==> config.mk <==
export PLATFORM = sky130hd
export DESIGN_NAME = dtsa_arbiter
export DESIGN_NICKNAME = d
export VERILOG_FILES = /design/src/common/dtsa_pkg.sv /design/src/dtsa_arbiter.sv
export SDC_FILE = /design/constraint.sdc
export NUM_CORES = 1
export LEC_CHECK = 0
export BUFFER_PORTS_ARGS = -buffer_cell sky130_fd_sc_hd__buf_2
export CAP_MARGIN = 25
export CORE_AREA = 4 4 202 204
export CTS_CLUSTER_SIZE = 16
export DETAILED_ROUTE_END_ITERATION = 10
export DIE_AREA = 0 0 206 208
export GPL_ROUTABILITY_DRIVEN = 0
export PLACE_DENSITY = 0.79
export SLEW_MARGIN = 5
export SYNTH_ARGS = -nofsm -noshare
export SYNTH_HDL_FRONTEND = slang
export SYNTH_SLANG_ARGS = --single-unit
==> constraint.sdc <==
create_clock -name clk_i -period 5.6 [get_ports clk_i]
set_clock_uncertainty 0.1 [all_clocks]
set_input_delay 1.12 -clock clk_i [delete_from_list [all_inputs] [get_ports clk_i]]
set_output_delay 1.12 -clock clk_i [all_outputs]
set_load 0.005 [all_outputs]
==> src/common/dtsa_pkg.sv <==
package dtsa_pkg;
    // thread count and selection points
    localparam int NT       = 2;
    localparam int NSEL     = 5;
    // partitioned buffers, one per selection point
    localparam int NBUF     = 5;
    localparam int BUF_UOPQ = 0;
    localparam int BUF_RENQ = 1;
    localparam int BUF_ROB  = 2;
    localparam int BUF_LDB  = 3;
    localparam int BUF_STB  = 4;
    localparam int BUF_DEPTH = 8;
    localparam int CNT_W    = 3;
    localparam logic [CNT_W-1:0] HALF = CNT_W'(BUF_DEPTH / 2);
    // replicated architectural state
    localparam int DW       = 8;
    localparam int NGPR     = 8;
    localparam int ARCH_AW  = 4;
    localparam int ARCH_CTL = 8;
    localparam int ARCH_MSR = 9;
    localparam int ARCH_DBG = 10;
    localparam int NARCH    = 11;
    localparam int PHY_W    = 4;
    localparam int RSB_N    = 4;
    localparam int RSB_AW   = 2;
    localparam logic [1:0] ISB_N = 2'h2;
    // shared translation buffer and performance count
    localparam int TLB_N    = 4;
    localparam int TLB_AW   = 2;
    localparam int TAG_W    = 8;
    localparam int PERF_W   = 16;
    // cache modes
    localparam logic L1_SHARED   = 1'b0;
    localparam logic L1_ADAPTIVE = 1'b1;
endpackage

==> src/dtsa_arbiter.sv <==
`timescale 1ns/1ps
// Notes on behaviour
// - alternate grants when both threads can use
// - lone able thread gets every cycle
// - miss, mispredict or dependency blocks thread
// - each thread holds at most half entries
// - uop, rename, reorder, load, store buffers partitioned
// - per-thread memory ordering and violation detect
// - stalled thread never blocks other thread
// - translation entries tagged, hit needs matching thread
// - context bit picks cache mode; shared unrestricted
// - adaptive mode maps page-directory accesses identically
// - per-thread registers, control, machine, debug
// - range regs and perf counter not replicated
// - per-thread instruction pointer and rename table
// - per-thread return stack predictor
// - per-thread two-entry instruction streaming buffer
// - at most two threads, one each
// - execution takes both threads same cycle
// - caches and execution units fully shared
module dtsa_arbiter (
    // clock and reset
    input  wire logic                                                  clk_i,
    input  wire logic                                                  nrst_i,
    // selection requests and stall causes
    input  wire logic [dtsa_pkg::NT-1:0][dtsa_pkg::NSEL-1:0]           sel_req_i,
    input  wire logic [dtsa_pkg::NT-1:0]                               miss_i,
    input  wire logic [dtsa_pkg::NT-1:0]                               mispred_i,
    input  wire logic [dtsa_pkg::NT-1:0]                               dep_i,
    input  wire logic [dtsa_pkg::NT-1:0][dtsa_pkg::NBUF-1:0]           buf_free_i,
    input  wire logic [dtsa_pkg::NT-1:0]                               snoop_i,
    // grants and occupancy
    output logic      [dtsa_pkg::NSEL-1:0][dtsa_pkg::NT-1:0]           sel_gnt_o,
    output logic      [dtsa_pkg::NSEL-1:0]                             sel_last_o,
    output logic [dtsa_pkg::NT-1:0][dtsa_pkg::NBUF-1:0][dtsa_pkg::CNT_W-1:0] buf_cnt_o,
    output logic      [dtsa_pkg::NT-1:0]                               ord_viol_o,
    // translation buffer
    input  wire logic                                                  tlb_fill_i,
    input  wire logic                                                  tlb_fill_tid_i,
    input  wire logic [dtsa_pkg::TAG_W-1:0]                            tlb_fill_tag_i,
    input  wire logic [dtsa_pkg::DW-1:0]                               tlb_fill_pa_i,
    input  wire logic                                                  tlb_lk_i,
    input  wire logic                                                  tlb_lk_tid_i,
    input  wire logic [dtsa_pkg::TAG_W-1:0]                            tlb_lk_tag_i,
    output logic                                                       tlb_hit_o,
    output logic      [dtsa_pkg::DW-1:0]                               tlb_pa_o,
    // first-level data cache qualifier
    input  wire logic                                                  ctx_mode_i,
    input  wire logic                                                  l1_acc_i,
    input  wire logic                                                  l1_tid_i,
    input  wire logic                                                  l1_pd_i,
    output logic                                                       l1_vld_o,
    output logic                                                       l1_tag_tid_o,
    // architectural state
    input  wire logic                                                  ar_we_i,
    input  wire logic                                                  ar_tid_i,
    input  wire logic [dtsa_pkg::ARCH_AW-1:0]                          ar_idx_i,
    input  wire logic [dtsa_pkg::DW-1:0]                               ar_data_i,
    input  wire logic                                                  ar_rd_tid_i,
    input  wire logic [dtsa_pkg::ARCH_AW-1:0]                          ar_rd_idx_i,
    output logic      [dtsa_pkg::DW-1:0]                               ar_rd_data_o,
    input  wire logic                                                  rn_we_i,
    input  wire logic                                                  rn_tid_i,
    input  wire logic [2:0]                                            rn_idx_i,
    input  wire logic [dtsa_pkg::PHY_W-1:0]                            rn_tag_i,
    output logic      [dtsa_pkg::PHY_W-1:0]                            rn_rd_tag_o,
    input  wire logic [dtsa_pkg::NT-1:0]                               ip_we_i,
    input  wire logic [dtsa_pkg::NT-1:0][dtsa_pkg::DW-1:0]             ip_data_i,
    output logic      [dtsa_pkg::NT-1:0][dtsa_pkg::DW-1:0]             ip_o,
    // shared range registers and performance count
    input  wire logic                                                  mtrr_we_i,
    input  wire logic [dtsa_pkg::DW-1:0]                               mtrr_data_i,
    output logic      [dtsa_pkg::DW-1:0]                               memory_type_range_regs_o,
    output logic      [dtsa_pkg::PERF_W-1:0]                           perf_cnt_o,
    // return stack and streaming buffer
    input  wire logic [dtsa_pkg::NT-1:0]                               rsb_push_i,
    input  wire logic [dtsa_pkg::NT-1:0]                               rsb_pop_i,
    input  wire logic [dtsa_pkg::DW-1:0]                               rsb_addr_i,
    output logic      [dtsa_pkg::NT-1:0][dtsa_pkg::DW-1:0]             rsb_top_o,
    input  wire logic [dtsa_pkg::NT-1:0]                               isb_fill_i,
    input  wire logic [dtsa_pkg::NT-1:0]                               isb_take_i,
    output logic      [dtsa_pkg::NT-1:0][1:0]                          isb_cnt_o,
    // execution issue
    input  wire logic [dtsa_pkg::NT-1:0]                               ex_vld_i,
    output logic      [dtsa_pkg::NT-1:0]                               ex_issue_o
);

    typedef struct packed {
        logic [dtsa_pkg::NSEL-1:0][dtsa_pkg::NT-1:0]                         gnt;
        logic [dtsa_pkg::NSEL-1:0]                                           last;
        logic [dtsa_pkg::NT-1:0][dtsa_pkg::NBUF-1:0][dtsa_pkg::CNT_W-1:0]     cnt;
        logic [dtsa_pkg::NT-1:0]                                             viol;
        logic [dtsa_pkg::TLB_N-1:0]                                          tv;
        logic [dtsa_pkg::TLB_N-1:0]                                          ttid;
        logic [dtsa_pkg::TLB_N-1:0][dtsa_pkg::TAG_W-1:0]                     ttag;
        logic [dtsa_pkg::TLB_N-1:0][dtsa_pkg::DW-1:0]                        tpa;
        logic [dtsa_pkg::TLB_AW-1:0]                                         trep;
        logic                                                                thit;
        logic [dtsa_pkg::DW-1:0]                                             tpa_out;
        logic                                                                l1_vld;
        logic                                                                l1_tid;
        logic [dtsa_pkg::NT-1:0][dtsa_pkg::NARCH-1:0][dtsa_pkg::DW-1:0]      arch;
        logic [dtsa_pkg::DW-1:0]                                             rd_data;
        logic [dtsa_pkg::NT-1:0][dtsa_pkg::NGPR-1:0][dtsa_pkg::PHY_W-1:0]    rn;
        logic [dtsa_pkg::PHY_W-1:0]                                          rn_rd;
        logic [dtsa_pkg::NT-1:0][dtsa_pkg::DW-1:0]                           ip;
        logic [dtsa_pkg::DW-1:0]                                             mtrr;
        logic [dtsa_pkg::PERF_W-1:0]                                         perf;
        logic [dtsa_pkg::NT-1:0][dtsa_pkg::RSB_N-1:0][dtsa_pkg::DW-1:0]      rsb;
        logic [dtsa_pkg::NT-1:0][dtsa_pkg::RSB_AW-1:0]                       rsp;
        logic [dtsa_pkg::NT-1:0][dtsa_pkg::DW-1:0]                           rtop;
        logic [dtsa_pkg::NT-1:0][1:0]                                        isb;
        logic [dtsa_pkg::NT-1:0]                                             ex;
    } dtsa_state_t;

    dtsa_state_t q;
    dtsa_state_t d;

    always_comb
    begin
        logic [dtsa_pkg::NT-1:0] able;
        logic [dtsa_pkg::NT-1:0] g;
        logic [dtsa_pkg::NT-1:0] stall;
        logic                    alloc;
        logic                    rel;
        logic                    hit;
        logic [dtsa_pkg::DW-1:0] pa;
        able  = '0;
        g     = '0;
        stall = '0;
        alloc = 1'b0;
        rel   = 1'b0;
        hit   = 1'b0;
        pa    = '0;
        d     = q;

        for (int t = 0; t < dtsa_pkg::NT; t++)
        begin
            stall[t] = miss_i[t] | mispred_i[t] | dep_i[t];
        end

        for (int s = 0; s < dtsa_pkg::NSEL; s++)
        begin
            // full partition excludes only its thread
            for (int t = 0; t < dtsa_pkg::NT; t++)
            begin
                able[t] = sel_req_i[t][s] & ~stall[t] & (q.cnt[t][s] != dtsa_pkg::HALF);
            end
            if (able == 2'b11)
            begin
                g = q.last[s] ? 2'b01 : 2'b10;
            end
            else
            begin
                g = able;
            end
            d.gnt[s] = g;
            if (g != 2'b00)
            begin
                d.last[s] = g[1];
            end
        end

        for (int t = 0; t < dtsa_pkg::NT; t++)
        begin
            for (int b = 0; b < dtsa_pkg::NBUF; b++)
            begin
                alloc = d.gnt[b][t];
                rel   = buf_free_i[t][b] & (q.cnt[t][b] != '0);
                // grants stop at half, so count never passes it
                d.cnt[t][b] = q.cnt[t][b] + dtsa_pkg::CNT_W'(alloc)
                              - dtsa_pkg::CNT_W'(rel);
            end
            // per-thread ordering check on load partition
            d.viol[t] = snoop_i[t] & (q.cnt[t][dtsa_pkg::BUF_LDB] != '0);
        end

        // lookup hits only entries of the asking thread
        for (int e = 0; e < dtsa_pkg::TLB_N; e++)
        begin
            if (q.tv[e] && q.ttid[e] == tlb_lk_tid_i && q.ttag[e] == tlb_lk_tag_i)
            begin
                hit = 1'b1;
                pa  = q.tpa[e];
            end
        end
        d.thit    = tlb_lk_i & hit;
        d.tpa_out = tlb_lk_i ? pa : '0;
        if (tlb_fill_i)
        begin
            d.tv[q.trep]   = 1'b1;
            d.ttid[q.trep] = tlb_fill_tid_i;
            d.ttag[q.trep] = tlb_fill_tag_i;
            d.tpa[q.trep]  = tlb_fill_pa_i;
            d.trep         = q.trep + 2'h1;
        end

        // shared mode ignores thread in the cache tag
        d.l1_vld = l1_acc_i;
        d.l1_tid = 1'b0;
        if (l1_acc_i && ctx_mode_i == dtsa_pkg::L1_ADAPTIVE)
        begin
            d.l1_tid = l1_pd_i ? 1'b0 : l1_tid_i;
        end

        if (ar_we_i && ar_idx_i < dtsa_pkg::ARCH_AW'(dtsa_pkg::NARCH))
        begin
            d.arch[ar_tid_i][ar_idx_i] = ar_data_i;
        end
        d.rd_data = '0;
        if (ar_rd_idx_i < dtsa_pkg::ARCH_AW'(dtsa_pkg::NARCH))
        begin
            d.rd_data = q.arch[ar_rd_tid_i][ar_rd_idx_i];
        end

        // rename tables and pointers per thread
        if (rn_we_i)
        begin
            d.rn[rn_tid_i][rn_idx_i] = rn_tag_i;
        end
        d.rn_rd = q.rn[ar_rd_tid_i][ar_rd_idx_i[2:0]];

        for (int t = 0; t < dtsa_pkg::NT; t++)
        begin
            if (ip_we_i[t])
            begin
                d.ip[t] = ip_data_i[t];
            end
            if (rsb_push_i[t])
            begin
                d.rsb[t][q.rsp[t]] = rsb_addr_i;
                d.rsp[t]           = q.rsp[t] + 2'h1;
            end
            else if (rsb_pop_i[t])
            begin
                d.rsp[t] = q.rsp[t] - 2'h1;
            end
            d.rtop[t] = d.rsb[t][d.rsp[t] - 2'h1];
            if (isb_fill_i[t] && !isb_take_i[t] && q.isb[t] != dtsa_pkg::ISB_N)
            begin
                d.isb[t] = q.isb[t] + 2'h1;
            end
            else if (isb_take_i[t] && !isb_fill_i[t] && q.isb[t] != 2'h0)
            begin
                d.isb[t] = q.isb[t] - 2'h1;
            end
        end

        if (mtrr_we_i)
        begin
            d.mtrr = mtrr_data_i;
        end
        d.perf = q.perf + dtsa_pkg::PERF_W'(d.gnt[dtsa_pkg::BUF_UOPQ] != 2'b00);

        d.ex = ex_vld_i;
    end

    always_ff @(posedge clk_i)
    begin
        if (!nrst_i)
        begin
            q <= '0;
        end
        else
        begin
            q <= d;
        end
    end

    assign sel_gnt_o                = q.gnt;
    assign sel_last_o               = q.last;
    assign buf_cnt_o                = q.cnt;
    assign ord_viol_o               = q.viol;
    assign tlb_hit_o                = q.thit;
    assign tlb_pa_o                 = q.tpa_out;
    assign l1_vld_o                 = q.l1_vld;
    assign l1_tag_tid_o             = q.l1_tid;
    assign ar_rd_data_o             = q.rd_data;
    assign rn_rd_tag_o              = q.rn_rd;
    assign ip_o                     = q.ip;
    assign memory_type_range_regs_o = q.mtrr;
    assign perf_cnt_o               = q.perf;
    assign rsb_top_o                = q.rtop;
    assign isb_cnt_o                = q.isb;
    assign ex_issue_o               = q.ex;

endmodule

**Word level (Yosys, flattened, before mapping)**

Index checks and enable logic that the tools add are counted.

- Flip-flop bits (word level): 514
- Output and inout port bits: 132
- Word-level logic and storage cells: 329

- Add/subtract/negate cells: 32
- Magnitude comparators: 21
- Equal/unequal tests: 25
- Multiplexer cells: 63
- Bitwise logic cells: 42
- Reductions and logical operators: 51

Operators with widths:

| cell | count |
|---|---|
| 88-bit 2-to-1 mux | 3 |
| 176-bit bitwise mux | 1 |
| 32-bit 2-to-1 mux | 5 |
| 32-bit bitwise mux | 4 |
| 88-bit demux with 1-bit select | 1 |
| 8-bit 2-to-1 mux | 11 |
| 64-bit bitwise mux | 1 |
| 8-bit demux with 2-bit select | 3 |
| 2-bit 2-to-1 mux | 18 |
| 1-bit bitwise AND | 33 |
| 8-bit binary-select mux with 2-bit select | 2 |
| 8-bit binary-select mux with 4-bit select | 1 |
| 32-bit demux with 1-bit select | 1 |
| 8-bit demux with 4-bit select | 1 |
| 8-bit equality test | 4 |
| 3-bit by 1-bit adder with 3-bit output | 10 |
| 3-bit inequality test, second input constant | 10 |
| 3-bit nonzero test | 10 |
| 3-bit by 1-bit subtractor with 3-bit output | 10 |
| 1-bit logical AND | 25 |
| 2-bit nonzero test | 9 |
| 16-bit by 1-bit adder with 16-bit output | 1 |
| 2-bit by 3-bit < comparator with 1-bit output, second input constant | 5 |
| 4-bit binary-select mux with 3-bit select | 1 |
| 24 further kinds | 64 |

**Longest topological paths before layout**

- Depth after elaboration: 9
- Depth in mapped cells: 13

**Worst setup path before layout**

No wires, ideal clock.

- Kind: input to register
- Start point: input mispred_i[1] in the netlist's numbering
- End point: register q, in the netlist buf_cnt_o[2]
- Library setup time: 0.128 ns
- Data arrival time: 3.113 ns
- Required time: 5.372 ns
- Setup slack: 2.259 ns
- Stages: 11
- Buffers on the path: 0
- Path through: nor3_1 > o311a_1 > inv_1 > o21ai_0 > ha_1 > inv_1 > ha_1 > fa_1 > xnor2_1 > xnor2_1 > nor2_1

- Longest elaborated chain between the ends: 9

RTL lines:

| element | line | source |
|---|---|---|
| start, declared | dtsa_arbiter.sv:28 | `input wire logic [dtsa_pkg::NT-1:0] mispred_i,` |
| 1-bit OR (2 in series) | dtsa_arbiter.sv:139 | `stall[t] = miss_i[t] \| mispred_i[t] \| dep_i[t];` |
| 1-bit NOT | dtsa_arbiter.sv:147 | `able[t] = sel_req_i[t][s] & ~stall[t] & (q.cnt[t][s] != dtsa_pkg::HALF);` |
| 1-bit bitwise AND (2 in series) | dtsa_arbiter.sv:147 |  |
| 2-bit equality test | dtsa_arbiter.sv:149 | `if (able == 2'b11)` |
| 2-bit 2-to-1 mux | dtsa_arbiter.sv:149 |  |
| 3-bit by 1-bit adder with 3-bit output | dtsa_arbiter.sv:171 | `d.cnt[t][b] = q.cnt[t][b] + dtsa_pkg::CNT_W'(alloc)` |
| 3-bit by 1-bit subtractor with 3-bit output | dtsa_arbiter.sv:172 | `- dtsa_pkg::CNT_W'(rel);` |
| end signal, assigned | dtsa_arbiter.sv:262 | `q <= '0;` |
| end signal, assigned | dtsa_arbiter.sv:266 | `q <= d;` |
| end, declared | dtsa_arbiter.sv:116 | `dtsa_state_t q;` |

Every way passes these cells.
A chain may end at the register's enable or synchronous reset.

**Final worst setup path**

Ends and elaborated chain as after synthesis.

==> results.json <==
{
  "drive_gt1_share_pct": 17.5,
  "seqPwrFrac_pct": 45.9,
  "sw_frac_of_total_pct": 27.0,
  "die_area_sq_um": 42800,
  "max_cap_viol_count": 0,
  "wire_per_inst_um": 18.0,
  "yosysTopAreaCell": "dfxtp_1",
  "cts_tree": "built",
  "regToRegEndpoint": "buf_cnt_o[14]",
  "setup_tns_ns": 0,
  "cp-startpoint": "mispred_i[1]",
  "postSynthAreaPerCell_sq_um": 9.26,
  "h-tree-depth": 2,
  "ant_nets": 0,
  "grt_max_degree": 204,
  "synth-edff-count": 0,
  "cts_buffers": 53,
  "max_clock_freq_mhz": 275,
  "ioPinCount": 267,
  "max_stage_delay_ns": 0.86,
  "synth_area_sq_um": 23200,
  "slowest_stage": "nor3_1",
  "fin_area_sq_um": 25500,
  "r2r_setup_slack_ns": 3.00,
  "r2r-start": "buf_cnt_o[28]",
  "critical_path.max_fanout": 6,
  "postCtsSetupBuffers": 0,
  "clk_latency_ns": 0.61,
  "power.density_nw_per_um2": 345,
  "cp-endpoint": "buf_cnt_o[2]",
  "synth_nets": 2688,
  "io_buffer_count": 266,
  "vdd_drop_max_v": 0.000258,
  "gr-total-overflow": 0,
  "drt_first_iter_violations": 1445,
  "netlist-cell-type-count": 61,
  "crit_arrival_ns": 3.99,
  "ys_seq_area_share_pct": 44.3,
  "dp_slack_ns": 1.37,
  "drv_slew": 0,
  "min_path_type": "reg2reg",
  "cts_buffer_depth": 3,
  "yosysMostFrequentCell": "dfxtp_1",
  "synthArstFlopShare_pct": 0,
  "p_clk_share_pct": 39.8,
  "power.switching_mw": 2.38,
  "hold_viol_final": 0,
  "hold_start": "q[74]",
  "totalWireLength_mm": 56.3,
  "grt_pass1_vias": 17700,
  "viasPerCell": 5.69,
  "worst_slew_pin_slew_ns": 1.07,
  "post-route-drc-count": 0,
  "power.internal_mw": 6.42,
  "core_sq_um": 39300,
  "combPwrFrac_pct": 14.3,
  "post-route-min-period_ns": 3.63,
  "post_cts_resize_count": 0,
  "syn_inst": 2509,
  "yosysWarnings": 0,
  "antenna_found_initial": 2,
  "die_w_um": 206,
  "cts-root-buf": "clkbuf_16",
  "grtUsageTotal_pct": 25.4,
  "dieHeight_um": 208,
  "grt_pass1_wl_mm": 90.0,
  "vias": 17800,
  "drtPass1Iterations": 5,
  "synth_top_area_share_pct": 44.3,
  "path_cells": "buf_2 > nor3_1 > o311a_1 > inv_1 > o21ai_0 > ha_1 > inv_1 > ha_1 > fa_1 > xnor2_1 > xnor2_1 > nor2_1",
  "area_growth_syn_to_layout_pct": 9.70,
  "dpl_cell_area_sq_um": 23700,
  "clk_pin_slew_ns": 0.06,
  "p_leak_nw": 10.9,
  "nets": 2729,
  "netlist_top_cells_count": "dfxtp_1 (514), nor2_1 (355), nand2_1 (354)",
  "status": "complete, no violations",
  "end_kind": "flop",
  "reg2regPathDepth": 12,
  "required_ns": 5.96,
  "hold_buffers": 0,
  "ys_top_cells_by_area": "dfxtp_1 (44%), mux2i_1 (12%), nor2_1 (5.7%)",
  "synth_ff_type": "dfxtp_1",
  "finalCritPeriodShare_pct": 64.9,
  "dp_hpwl_mm": 37.4,
  "fin_ws_ns": 1.97,
  "rows": 73,
  "worst_setup_path_start_kind": "input port",
  "clock-sinks": 514,
  "initial_core_util_pct": 59.1,
  "setup.worst_path.class": "in2reg",
  "fin_util_pct": 64.9,
  "maxSlewHeadroom_pct": 27.9,
  "min_path_cells": 2,
  "ys_ff_latch": 514,
  "setup_viol": 0,
  "rsz0062_at_grt": "false"
}
critical path, delay by kind of cell:
family	cells	cell delay, ns
buffers and inverters	3	0.19
AOI/OAI and AO/OA	2	0.68
xor gates and xnor gates	2	0.32
adders and majority gates	3	0.75
and+or+nand+nor	2	0.92
per-stage QoR:
step / power (mW) / cells / hold WS [ns]
after floorplan: 5.08 / 2509 / 0.332
after global placement: 5.30 / 3017 / 0.338
after detailed placement: 5.37 / 3018 / 0.346
after CTS: 8.87 / 3117 / 0.354
after global routing: 9.20 / 3120 / 0.373
final: 8.80 / 3121 / 0.353
metal layers:
| layer | global-route usage, % | wire, um |
|---|---|---|
| met1 | 32.8 | 23400 |
| met2 | 43.4 | 27500 |
| met3 | 4.15 | 3950 |
| met4 | 8.63 | 1460 |
| met5 | 0 | 0 |
sequential cells by signal, summed over array words and instances, names as in the netlist:
signal and count:
q 382, buf_cnt_o 30, ip_o 16, perf_cnt_o 16, rsb_top_o 16, sel_gnt_o 10, ar_rd_data_o 8, memory_type_range_regs_o 8
tlb_pa_o 8, sel_last_o 5, isb_cnt_o 4, rn_rd_tag_o 4, ex_issue_o 2, ord_viol_o 2, l1_tag_tid_o 1, l1_vld_o 1
tlb_hit_o 1
cells by family after synthesis:
kind of cell	after synthesis	share of synthesized area [%]
xor+xnor	77	2.90
mux	341	18.1
simple gates	905	16.6
flops	514	44.3
compound gates	288	7.47
fa+ha+maj	44	2.69
buf+inv	340	7.93
worst min-delay path by stage:
stage	to	slack (ns)
after floorplan	q[419]	0.33
after global placement	q[419]	0.34
after detailed placement	q[74]	0.35
after CTS	q[74]	0.35
after global routing	q[82]	0.37
final	q[74]	0.35
final cells by class:
type	instances	area [sq um]
flip-flops and latches	514	10300
inverters	41	161
fillers	3159	13800
repair buffers	285	1530
diodes	2	5.00
clock buffers	73	1500
clock inverters	26	240
multi-input cells	1655	11100
well taps	525	657
power by group through the flow:
| stage | Sequential (mW) | Combinational (mW) | Clock, mW |
|---|---|---|---|
| 5_1_grt | 4.06 | 1.42 | 3.71 |
| 3_3_place_gp | 4.10 | 1.20 | 0 |
| 3_5_place_dp | 4.12 | 1.26 | 0 |
| 6_report | 4.04 | 1.26 | 3.50 |
| 4_1_cts | 4.04 | 1.27 | 3.56 |
| 2_1_floorplan | 4.05 | 1.03 | 0 |
cell usage in the layout (no fill, tap or decap), drive strengths merged, types with 26 or more instances in the layout:
cell,Yosys,routed
mux4,60,60
o21ai,26,26
and2,36,36
clkbuf,130,73
dfxtp,514,514
xnor2,60,60
nor2,357,357
ha,34,34
buf,169,285
inv,41,43
nand2,354,354
nand3,57,57
mux2i,268,268
a21oi,166,166
(Power assumes the default switching activity.)
